### src/rtl/lerbs_consts.svh
`ifndef LERBS_CONSTS_SVH
`define LERBS_CONSTS_SVH
`define LERBS_CLK_HZ 50000000
`define LERBS_WIN_S 3
`define LERBS_WIN_CYC (`LERBS_WIN_S * `LERBS_CLK_HZ)
`define LERBS_INFO_LO 9'h064
`define LERBS_INFO_HI 9'h08c
`define LERBS_CODE_NXM 9'h12c
`define LERBS_CODE_BTS 9'h12e
`define LERBS_FIFO_DEPTH 8
`define LERBS_CNT_NUM 5
`define LERBS_CNT_THR 3
`define LERBS_CNT_GLB 4
`define LERBS_MAX_STAT 16'hffff
`define LERBS_MAX_ERR 16'h00ff
`define LERBS_MAX_THR 16'h0007
`define LERBS_CNT_RST 16'h0000
`endif

### src/rtl/lerbs_pkg.sv
`default_nettype none
package lerbs_pkg;
   typedef enum logic [1:0] {
      LERBS_CL_INFO,
      LERBS_CL_RECOV,
      LERBS_CL_NET
   } lerbs_class_type;
   typedef struct packed {
      lerbs_class_type cls;
      logic [8:0] code;
      logic [17:0] data;
   } lerbs_resp_type;
   typedef struct packed {
      logic avail;
      logic [15:0] size;
   } lerbs_list_type;
   typedef struct packed {
      logic seq_ok;
      logic [15:0] len;
   } lerbs_msg_type;
   typedef struct packed {
      logic ignored;
      logic take_pool;
      logic take_priv;
      logic nak_unavail;
      logic nak_small;
   } lerbs_sel_type;
   typedef enum logic [1:0] {
      LERBS_RUN,
      LERBS_DRAIN,
      LERBS_DOWN
   } lerbs_state_type;
endpackage
`default_nettype wire

### src/rtl/lerbs_bufsel.sv
`default_nettype none
`include "lerbs_consts.svh"
module lerbs_bufsel (
   input wire logic core_clk,
   input wire logic rst_n,
   input wire logic msg_valid,
   input wire lerbs_pkg::lerbs_msg_type msg,
   input wire logic pool_en,
   input wire logic pool_quota_nz,
   input wire lerbs_pkg::lerbs_list_type pool_head,
   input wire lerbs_pkg::lerbs_list_type priv_head,
   output lerbs_pkg::lerbs_sel_type sel
);
   lerbs_pkg::lerbs_sel_type sel_r, sel_nxt;

   // only the head of each list is ever looked at
   function automatic lerbs_pkg::lerbs_sel_type decide(
      input lerbs_pkg::lerbs_msg_type m,
      input logic en,
      input logic qnz,
      input lerbs_pkg::lerbs_list_type pl,
      input lerbs_pkg::lerbs_list_type pv);
      lerbs_pkg::lerbs_sel_type s;
      logic pool_ok;
      s = '0;
      pool_ok = en && qnz && pl.avail;
      if (!m.seq_ok) begin
         s.ignored = 1'b1;
      end else if (pool_ok && pl.size >= m.len) begin
         s.take_pool = 1'b1;
      end else if (pool_ok) begin
         if (!pv.avail) begin
            s.nak_small = 1'b1;
         end else if (pv.size < m.len) begin
            s.nak_small = 1'b1;
         end else begin
            s.take_priv = 1'b1;
         end
      end else if (!pv.avail) begin
         s.nak_unavail = 1'b1;
      end else if (pv.size < m.len) begin
         s.nak_small = 1'b1;
      end else begin
         s.take_priv = 1'b1;
      end
      decide = s;
   endfunction

   always_comb begin
      sel_nxt = '0;
      if (msg_valid) begin
         sel_nxt = decide(msg, pool_en, pool_quota_nz, pool_head, priv_head);
      end
   end

   always_ff @(posedge core_clk or negedge rst_n) begin
      if (!rst_n) begin
         sel_r <= '0;
      end else begin
         sel_r <= sel_nxt;
      end
   end

   assign sel = sel_r;
endmodule
`default_nettype wire

### src/rtl/lerbs_ctrl.sv
`default_nettype none
`include "lerbs_consts.svh"
// Behaviour
// counters frozen while tributary protocol halted
// codes 100 to 140 reported as info
// codes 300 and 302 marked recovery class
// host halts protocol on network errors
// bad bus address sent as control response
// reported address may be already advanced
// out of sequence messages are ignored
// pool used only if enabled, quota, available
// pool too small: try private or nak
// private path: nak unavailable, small, or use
// only the list heads are considered
// too small raised for receive buffers only
// response queue overflow forces fatal shutdown
// after overflow present response, interrupt, window
// each timely read presents next, fresh window
// shut down on last read or timeout
// halt returns outstanding tributary buffers
// host issues global halt for pool errors
// host halts before reading counters
// host halts and clears before restart
// threshold counters wrap at max, never cleared
// shut down device ignores all but startup
module lerbs_ctrl #(
   parameter int unsigned WIN_CYC = `LERBS_WIN_CYC,
   parameter int DEPTH = `LERBS_FIFO_DEPTH
) (
   input wire logic core_clk,
   input wire logic rst_n,
   input wire logic host_startup,
   input wire logic host_halt,
   input wire logic host_global_halt,
   input wire logic host_resp_ack,
   input wire logic [2:0] host_cnt_sel,
   input wire logic host_cnt_clear,
   input wire logic line_msg_valid,
   input wire lerbs_pkg::lerbs_msg_type line_msg,
   input wire logic pool_en,
   input wire logic pool_quota_nz,
   input wire lerbs_pkg::lerbs_list_type pool_head,
   input wire lerbs_pkg::lerbs_list_type priv_head,
   input wire logic nxm_valid,
   input wire logic [17:0] nxm_addr,
   input wire logic proc_err_valid,
   input wire logic [8:0] proc_err_code,
   input wire logic [`LERBS_CNT_NUM-1:0] cnt_inc,
   output lerbs_pkg::lerbs_sel_type buf_sel,
   output logic resp_valid,
   output lerbs_pkg::lerbs_resp_type resp_data,
   output logic host_irq,
   output logic dev_shutdown,
   output logic ret_priv_bufs,
   output logic ret_pool_bufs,
   output logic [15:0] cnt_data
);
   localparam int TW = $clog2(WIN_CYC + 1);
   localparam int RW = $bits(lerbs_pkg::lerbs_resp_type);
   localparam int NC = `LERBS_CNT_NUM;

   lerbs_pkg::lerbs_state_type st_r, st_nxt;
   logic down_r, down_nxt;
   logic [TW-1:0] tmr_r, tmr_nxt;
   logic stage_v_r, stage_v_nxt;
   lerbs_pkg::lerbs_resp_type stage_r, stage_nxt;
   logic pres_v_r, pres_v_nxt;
   lerbs_pkg::lerbs_resp_type pres_r, pres_nxt;
   logic irq_r, irq_nxt;
   logic halt_d_r, halt_d_nxt;
   logic rpriv_r, rpriv_nxt;
   logic rpool_r, rpool_nxt;
   logic [NC-1:0][15:0] cnt_r, cnt_nxt;
   logic [15:0] cdat_r, cdat_nxt;
   logic fifo_in_ready, fifo_out_valid, fifo_out_ready, fifo_flush;
   logic [RW-1:0] fifo_out_bits;
   lerbs_pkg::lerbs_resp_type fifo_head;
   logic run, evt, overflow, load, bts_evt;
   lerbs_pkg::lerbs_resp_type evt_word;
   lerbs_pkg::lerbs_sel_type sel;

   function automatic lerbs_pkg::lerbs_class_type classify(
      input logic [8:0] code);
      if (code >= `LERBS_INFO_LO && code <= `LERBS_INFO_HI) begin
         classify = lerbs_pkg::LERBS_CL_INFO;
      end else if (code == `LERBS_CODE_NXM || code == `LERBS_CODE_BTS) begin
         classify = lerbs_pkg::LERBS_CL_RECOV;
      end else begin
         classify = lerbs_pkg::LERBS_CL_NET;
      end
   endfunction

   function automatic logic [15:0] cnt_max(input int idx);
      if (idx == `LERBS_CNT_THR) begin
         cnt_max = `LERBS_MAX_THR;
      end else if (idx < 2) begin
         cnt_max = `LERBS_MAX_STAT;
      end else begin
         cnt_max = `LERBS_MAX_ERR;
      end
   endfunction

   assign run = (st_r == lerbs_pkg::LERBS_RUN);

   lerbs_bufsel u_bufsel (
      .core_clk(core_clk),
      .rst_n(rst_n),
      .msg_valid(line_msg_valid && run),
      .msg(line_msg),
      .pool_en(pool_en),
      .pool_quota_nz(pool_quota_nz),
      .pool_head(pool_head),
      .priv_head(priv_head),
      .sel(sel)
   );

   lerbs_fifo #(
      .WIDTH(RW),
      .DEPTH(DEPTH)
   ) u_respq (
      .core_clk(core_clk),
      .rst_n(rst_n),
      .flush(fifo_flush),
      .in_valid(stage_v_r),
      .in_ready(fifo_in_ready),
      .in_data(stage_r),
      .out_valid(fifo_out_valid),
      .out_ready(fifo_out_ready),
      .out_data(fifo_out_bits)
   );

   assign fifo_head = lerbs_pkg::lerbs_resp_type'(fifo_out_bits);
   // receive-side selector is the only source of too small events
   assign bts_evt = sel.nak_small && run;

   always_comb begin
      evt = 1'b0;
      evt_word = '0;
      if (run) begin
         if (nxm_valid) begin
            evt = 1'b1;
            evt_word.code = `LERBS_CODE_NXM;
            evt_word.data = nxm_addr; // passed unaltered
         end else if (bts_evt) begin
            evt = 1'b1;
            evt_word.code = `LERBS_CODE_BTS;
         end else if (proc_err_valid) begin
            evt = 1'b1;
            evt_word.code = proc_err_code;
         end
      end
      evt_word.cls = classify(evt_word.code);
   end

   // queue full and staging blocked: no link blocks left
   assign overflow = evt && stage_v_r && !fifo_in_ready;

   always_comb begin
      stage_v_nxt = stage_v_r;
      stage_nxt = stage_r;
      if (stage_v_r && fifo_in_ready) begin
         stage_v_nxt = 1'b0;
      end
      if (evt && !overflow) begin
         stage_v_nxt = 1'b1;
         stage_nxt = evt_word;
      end
      if (!run) begin
         stage_v_nxt = 1'b0;
      end
   end

   assign load = (st_r != lerbs_pkg::LERBS_DOWN) && fifo_out_valid
      && (!pres_v_r || host_resp_ack);
   assign fifo_out_ready = load;
   assign fifo_flush = (st_r == lerbs_pkg::LERBS_DOWN);

   always_comb begin
      st_nxt = st_r;
      tmr_nxt = tmr_r;
      pres_v_nxt = pres_v_r;
      pres_nxt = pres_r;
      irq_nxt = 1'b0;
      if (load) begin
         pres_v_nxt = 1'b1;
         pres_nxt = fifo_head;
         irq_nxt = 1'b1;
      end else if (host_resp_ack) begin
         pres_v_nxt = 1'b0;
      end
      case (st_r)
         lerbs_pkg::LERBS_RUN: begin
            if (overflow) begin
               st_nxt = lerbs_pkg::LERBS_DRAIN;
               tmr_nxt = '0;
            end
         end
         lerbs_pkg::LERBS_DRAIN: begin
            if (load) begin
               tmr_nxt = '0;
            end else if (pres_v_r && host_resp_ack) begin
               st_nxt = lerbs_pkg::LERBS_DOWN;
            end else if (pres_v_r && tmr_r == TW'(WIN_CYC - 1)) begin
               st_nxt = lerbs_pkg::LERBS_DOWN;
            end else if (pres_v_r) begin
               tmr_nxt = tmr_r + 1'b1;
            end else if (!fifo_out_valid) begin
               st_nxt = lerbs_pkg::LERBS_DOWN;
            end
         end
         lerbs_pkg::LERBS_DOWN: begin
            pres_v_nxt = 1'b0;
            if (host_startup) begin
               st_nxt = lerbs_pkg::LERBS_RUN;
            end
         end
         default: begin
            st_nxt = lerbs_pkg::LERBS_DOWN;
         end
      endcase
      down_nxt = (st_nxt == lerbs_pkg::LERBS_DOWN);
   end

   always_comb begin
      halt_d_nxt = host_halt;
      rpriv_nxt = run && host_halt && !halt_d_r;
      rpool_nxt = run && host_global_halt;
      cnt_nxt = cnt_r;
      for (int i = 0; i < NC; i++) begin
         if (host_cnt_clear && run && host_cnt_sel == 3'(i)
             && i != `LERBS_CNT_THR) begin
            cnt_nxt[i] = `LERBS_CNT_RST;
         end
         if (cnt_inc[i] && run && !host_halt) begin
            if (cnt_r[i] == cnt_max(i)) begin
               cnt_nxt[i] = `LERBS_CNT_RST;
            end else begin
               cnt_nxt[i] = cnt_r[i] + 1'b1;
            end
         end
      end
      cdat_nxt = '0;
      if (host_cnt_sel < 3'(NC)) begin
         cdat_nxt = cnt_r[host_cnt_sel];
      end
   end

   always_ff @(posedge core_clk or negedge rst_n) begin
      if (!rst_n) begin
         st_r <= lerbs_pkg::LERBS_RUN;
         down_r <= 1'b0;
         tmr_r <= '0;
         stage_v_r <= 1'b0;
         stage_r <= '0;
         pres_v_r <= 1'b0;
         pres_r <= '0;
         irq_r <= 1'b0;
         halt_d_r <= 1'b0;
         rpriv_r <= 1'b0;
         rpool_r <= 1'b0;
         cnt_r <= '0;
         cdat_r <= 16'h0000;
      end else begin
         st_r <= st_nxt;
         down_r <= down_nxt;
         tmr_r <= tmr_nxt;
         stage_v_r <= stage_v_nxt;
         stage_r <= stage_nxt;
         pres_v_r <= pres_v_nxt;
         pres_r <= pres_nxt;
         irq_r <= irq_nxt;
         halt_d_r <= halt_d_nxt;
         rpriv_r <= rpriv_nxt;
         rpool_r <= rpool_nxt;
         cnt_r <= cnt_nxt;
         cdat_r <= cdat_nxt;
      end
   end

   assign buf_sel = sel;
   assign resp_valid = pres_v_r;
   assign resp_data = pres_r;
   assign host_irq = irq_r;
   assign dev_shutdown = down_r;
   assign ret_priv_bufs = rpriv_r;
   assign ret_pool_bufs = rpool_r;
   assign cnt_data = cdat_r;
endmodule
`default_nettype wire

### src/rtl/lerbs_fifo.sv
`default_nettype none
module lerbs_fifo #(
   parameter int WIDTH = 29,
   parameter int DEPTH = 8
) (
   input wire logic core_clk,
   input wire logic rst_n,
   input wire logic flush,
   input wire logic in_valid,
   output logic in_ready,
   input wire logic [WIDTH-1:0] in_data,
   output logic out_valid,
   input wire logic out_ready,
   output logic [WIDTH-1:0] out_data
);
   localparam int AW = $clog2(DEPTH);
   logic [WIDTH-1:0] mem_r [0:DEPTH-1];
   logic [AW-1:0] wp_r, wp_nxt, rp_r, rp_nxt;
   logic [AW:0] cnt_r, cnt_nxt;
   logic wr, rd;

   assign in_ready = (cnt_r != (AW+1)'(DEPTH));
   assign out_valid = (cnt_r != '0);
   assign out_data = mem_r[rp_r];
   assign wr = in_valid && in_ready;
   assign rd = out_valid && out_ready;

   function automatic logic [AW-1:0] inc_ptr(input logic [AW-1:0] p);
      inc_ptr = (p == AW'(DEPTH - 1)) ? '0 : AW'(p + 1'b1);
   endfunction

   always_comb begin
      wp_nxt = wr ? inc_ptr(wp_r) : wp_r;
      rp_nxt = rd ? inc_ptr(rp_r) : rp_r;
      cnt_nxt = cnt_r;
      if (wr && !rd) begin
         cnt_nxt = cnt_r + 1'b1;
      end else if (rd && !wr) begin
         cnt_nxt = cnt_r - 1'b1;
      end
      if (flush) begin
         wp_nxt = '0;
         rp_nxt = '0;
         cnt_nxt = '0;
      end
   end

   always_ff @(posedge core_clk or negedge rst_n) begin
      if (!rst_n) begin
         wp_r <= '0;
         rp_r <= '0;
         cnt_r <= '0;
      end else begin
         wp_r <= wp_nxt;
         rp_r <= rp_nxt;
         cnt_r <= cnt_nxt;
      end
   end

   always_ff @(posedge core_clk) begin
      if (wr) begin
         mem_r[wp_r] <= in_data;
      end
   end
endmodule
`default_nettype wire

### config.mk
export PLATFORM = sky130hd
export DESIGN_NAME = lerbs_ctrl
export DESIGN_NICKNAME = d
export VERILOG_FILES = /design/src/rtl/lerbs_pkg.sv /design/src/rtl/lerbs_bufsel.sv /design/src/rtl/lerbs_ctrl.sv /design/src/rtl/lerbs_fifo.sv
export VERILOG_INCLUDE_DIRS = /design/src /design/src/rtl
export SDC_FILE = /design/constraint.sdc
export NUM_CORES = 1
export LEC_CHECK = 0
export CELL_PAD_IN_SITES_DETAIL_PLACEMENT = 0
export CELL_PAD_IN_SITES_GLOBAL_PLACEMENT = 1
export CORE_MARGIN = 2
export CORE_UTILIZATION = 30
export DETAILED_ROUTE_END_ITERATION = 8
export DONT_BUFFER_PORTS = 1
export PLACE_DENSITY = 0.55
export SYNTH_ARGS = -nofsm -noshare
export SYNTH_HDL_FRONTEND = slang
export SYNTH_SLANG_ARGS = --single-unit
### constraint.sdc
create_clock -name core_clk -period 8.8 [get_ports core_clk]
set_input_delay 0.44 -clock core_clk [delete_from_list [all_inputs] [get_ports core_clk]]
set_output_delay 0.44 -clock core_clk [all_outputs]
set_load 0.02 [all_outputs]
==> impl_metrics.py <==
metrics = {
    "outcome": {
        "outcome": "finished clean",
    },
    "placed_design": {
        "dp_slack_ps": 6130,
        "numPortBuffers": 0,
        "hpwlAfterDp_um": 30100,
        "gp_congestion": 0.758,
    },
    "floorplanning": {
        "core_um2": 64500,
        "rows": 93,
        "initial_core_util_pct": 30.3,
        "die_w_um": 259,
        "die-area_um2": 67200,
        "die_h_um": 259,
        "io_pins": 153,
    },
    "grt": {
        "grt_max_degree": 207,
        "grt_pass1_wl_um": 76600,
        "grt_overflow": 0,
        "antenna_found_initial": 1,
        "grt_pass1_vias": 12600,
        "track_usage_pct": 14.9,
    },
    "pwr": {
        "power.switching_mw": 2.26,
        "p_comb_share_pct": 21.5,
        "p_int_mw": 4.79,
        "leakage_nw": 8.60,
        "total_power_mw": 7.05,
        "vdd_ir_drop_max_mv": 0.159,
        "power_frac_clock_pct": 32.9,
        "seqPwrFrac_pct": 45.6,
        "swShare_pct": 32.0,
        "power.density_nw_per_um2": 309,
    },
    "setup_path": {
        "cp_slowest_cell": "or4_4",
        "rrSetupSlack_ps": 6100,
        "max_stage_delay_ps": 600,
        "cp_common_cell": "a21oi_1",
        "crit_chain": "or4_4 > nand2_2 > o21ai_0 > ha_1 > a21o_1 > a21oi_1 > nor3_1 > a21oi_1 > xor2_1 > nor2_1",
        "startpoint": "u_respq.cnt_r[1]",
        "rr_startpoint": "u_respq.cnt_r[1]",
        "cp_max_fo": 9,
        "rr_worst_depth": 10,
        "crit_arrival_ps": 3180,
        "end_kind": "flop",
        "crit_required_ps": 9290,
        "r2r_end": "u_respq.cnt_r[3]",
        "start_kind": "flop",
        "critical_path_class": "flop to flop",
    },
    "sta": {
        "max_clock_freq_mhz": 371,
        "min_period_ps": 2700,
        "min_period_over_period_pct": 30.6,
        "drv_slew": 0,
        "hold_viol_final": 0,
        "relSlewSlack_pct": 16.2,
        "setup_slack_ps": 6100,
        "setup_viol": 0,
        "holdWs_ps": 24.5,
        "worst_pin_slew_ps": 1260,
        "fin_worst_skew_ps": 22.0,
        "rsz0062_at_grt": "false",
        "setup_tns_ps": 0,
    },
    "synth": {
        "postSynthCellCount": 1512,
        "netlist_area_um2": 19500,
        "ys_ff_latch": 438,
        "synth.avg_cell_area_um2": 12.9,
        "synth_common_cells": "232 x edfxtp_1, 206 x dfrtp_1, 166 x nand2_1",
        "synth_edf_count": 232,
        "syn_nets": 1654,
        "synth_ff_type": "edfxtp_1",
        "synth.area.top_cells": "edfxtp_1 36%, dfrtp_1 26%, mux4_2 8.5%",
        "synth-warning-count": 0,
        "synth_top_area_share_pct": 35.7,
        "async_flop_share_pct": 47.0,
        "synth-seq-area-share_pct": 62.0,
        "synth.most_common_cell": "edfxtp_1",
        "synth_area_leader_cell": "edfxtp_1",
        "post_synth_num_cell_types": 71,
    },
    "layout": {
        "fillerInstances": 6259,
        "area_growth_syn_to_layout_pct": 16.7,
        "post-route-util_pct": 35.4,
        "diodes": 0,
        "drive_gt1_share_pct": 13.4,
        "finalNetCount": 1705,
    },
    "min_path": {
        "min_path_cells": 2,
        "hp-class": "input pin to flop",
        "holdPathEnd": "stage_r[17]",
        "hold_start": "nxm_addr[17]",
    },
    "route": {
        "drcViolationCount": 0,
        "drt_iter0_markers": 751,
        "firstDrtPassIters": 5,
        "wl_per_cell_um": 20.2,
        "ant_nets": 0,
        "via_per_inst": 5.01,
        "via_count": 12300,
        "wirelength_um": 49800,
    },
    "cts": {
        "cts_buffers": 51,
        "clockBufferDepth": 3,
        "cts_root_buf": "clkbuf_16",
        "clkLatencyLatePin_ps": 600,
        "path_clk_slew_ps": 60,
        "tritoncts": "yes",
        "cts_max_level": 2,
        "clock-sinks": 438,
    },
    "flow_run": {
        "maxCapViolCount": 0,
    },
}
## metrics by stage
stage	cell area (um2)	cells
after global routing	22800	2460
final	22800	2460
after global placement	20600	2335
after CTS	22800	2460
after detailed placement	20600	2335
after floorplan	19500	1512
## cell type report
class / count / area, um2 / share of cell area, %
sequential: 438 / 12100 / 53.2
clock inverter: 27 / 430 / 1.89
multi-input combinational: 971 / 7060 / 31.0
tap: 855 / 1070 / 4.69
timing repair buffer: 56 / 513 / 2.25
inverter: 45 / 169 / 0.741
clock buffer: 68 / 1430 / 6.28
## registers in the layout (all words and copies together), names as in the netlist, 2 cells and up
register / count
cnt_r: 80
u_respq.cnt_r: 4
tmr_r: 28
stage_r: 29
u_respq.rp_r: 3
resp_data: 29
cnt_data: 16
st_r: 2
u_respq.wp_r: 3
u_bufsel.sel: 5
u_respq.mem_r: 232
## critical path, delay by kind of cell, from the launching register on
kind	cells	cell delay, ps
xor gates and xnor gates	1	160
DFF	1	480
and+or+nand+nor	4	940
AOI/OAI and AO/OA	4	700
adders and majority gates	1	310
## logic make-up (layout without fill, tap and decap cells)
logic type / Yosys count / count (layout) / synth area share, %
flops: 438 / 438 / 62.0
simple gates: 502 / 502 / 12.4
mux: 105 / 105 / 10.1
compound gates: 289 / 289 / 8.98
xor+xnor: 31 / 31 / 1.43
fa+ha+maj: 44 / 44 / 2.86
buf+inv: 103 / 196 / 2.16
## placed cells by master, fill, tap and decap left out, types with 13 or more instances in the layout
cell / n
and2_1: 23
nand3_1: 64
xnor2_1: 19
nand4_1: 27
edfxtp_1: 232
ha_1: 43
clkbuf_16: 53
and3_1: 26
nand2b_1: 13
nand2_1: 166
a21oi_1: 58
buf_4: 26
dfrtp_1: 203
mux2i_1: 30
o21ai_0: 140
mux4_2: 74
inv_1: 45
dlygate4sd3_1: 29
nor3_1: 16
nor2_1: 104
a31oi_1: 20
o31ai_1: 18
## what timing repair did
action / CTS / global route
endpoints found under the hold margin: 250 / 0
gates resized for setup: 0 / 0
setup buffers: 0 / 0
hold buffers: 30 / 0
## worst max path at each step
stage,end,slack [ps]
2_1_floorplan,u_respq.mem_r[0][0],4580
5_1_grt,tmr_r[21],5850
6_report,u_respq.cnt_r[3],6100
3_5_place_dp,u_respq.cnt_r[3],6130
4_1_cts,u_respq.cnt_r[3],6100
3_3_place_gp,u_respq.cnt_r[3],6110
## power by group through the flow
| stage | registers, mW | clock network, mW | logic (mW) |
|---|---|---|---|
| after CTS | 3.23 | 2.40 | 1.56 |
| after global placement | 3.25 | 0 | 1.51 |
| final | 3.21 | 2.32 | 1.52 |
| after floorplan | 3.09 | 0 | 1.16 |
| after global routing | 3.28 | 2.47 | 1.71 |
| after detailed placement | 3.26 | 0 | 1.52 |
## routing by layer
layer | track usage (%) | part of all wire, %
met1 | 19.0 | 43
met2 | 25.3 | 49
met3 | 3.31 | 6.0
met4 | 4.26 | 2.2
met5 | 0 | 0
Power figures use the tool's default switching activity.
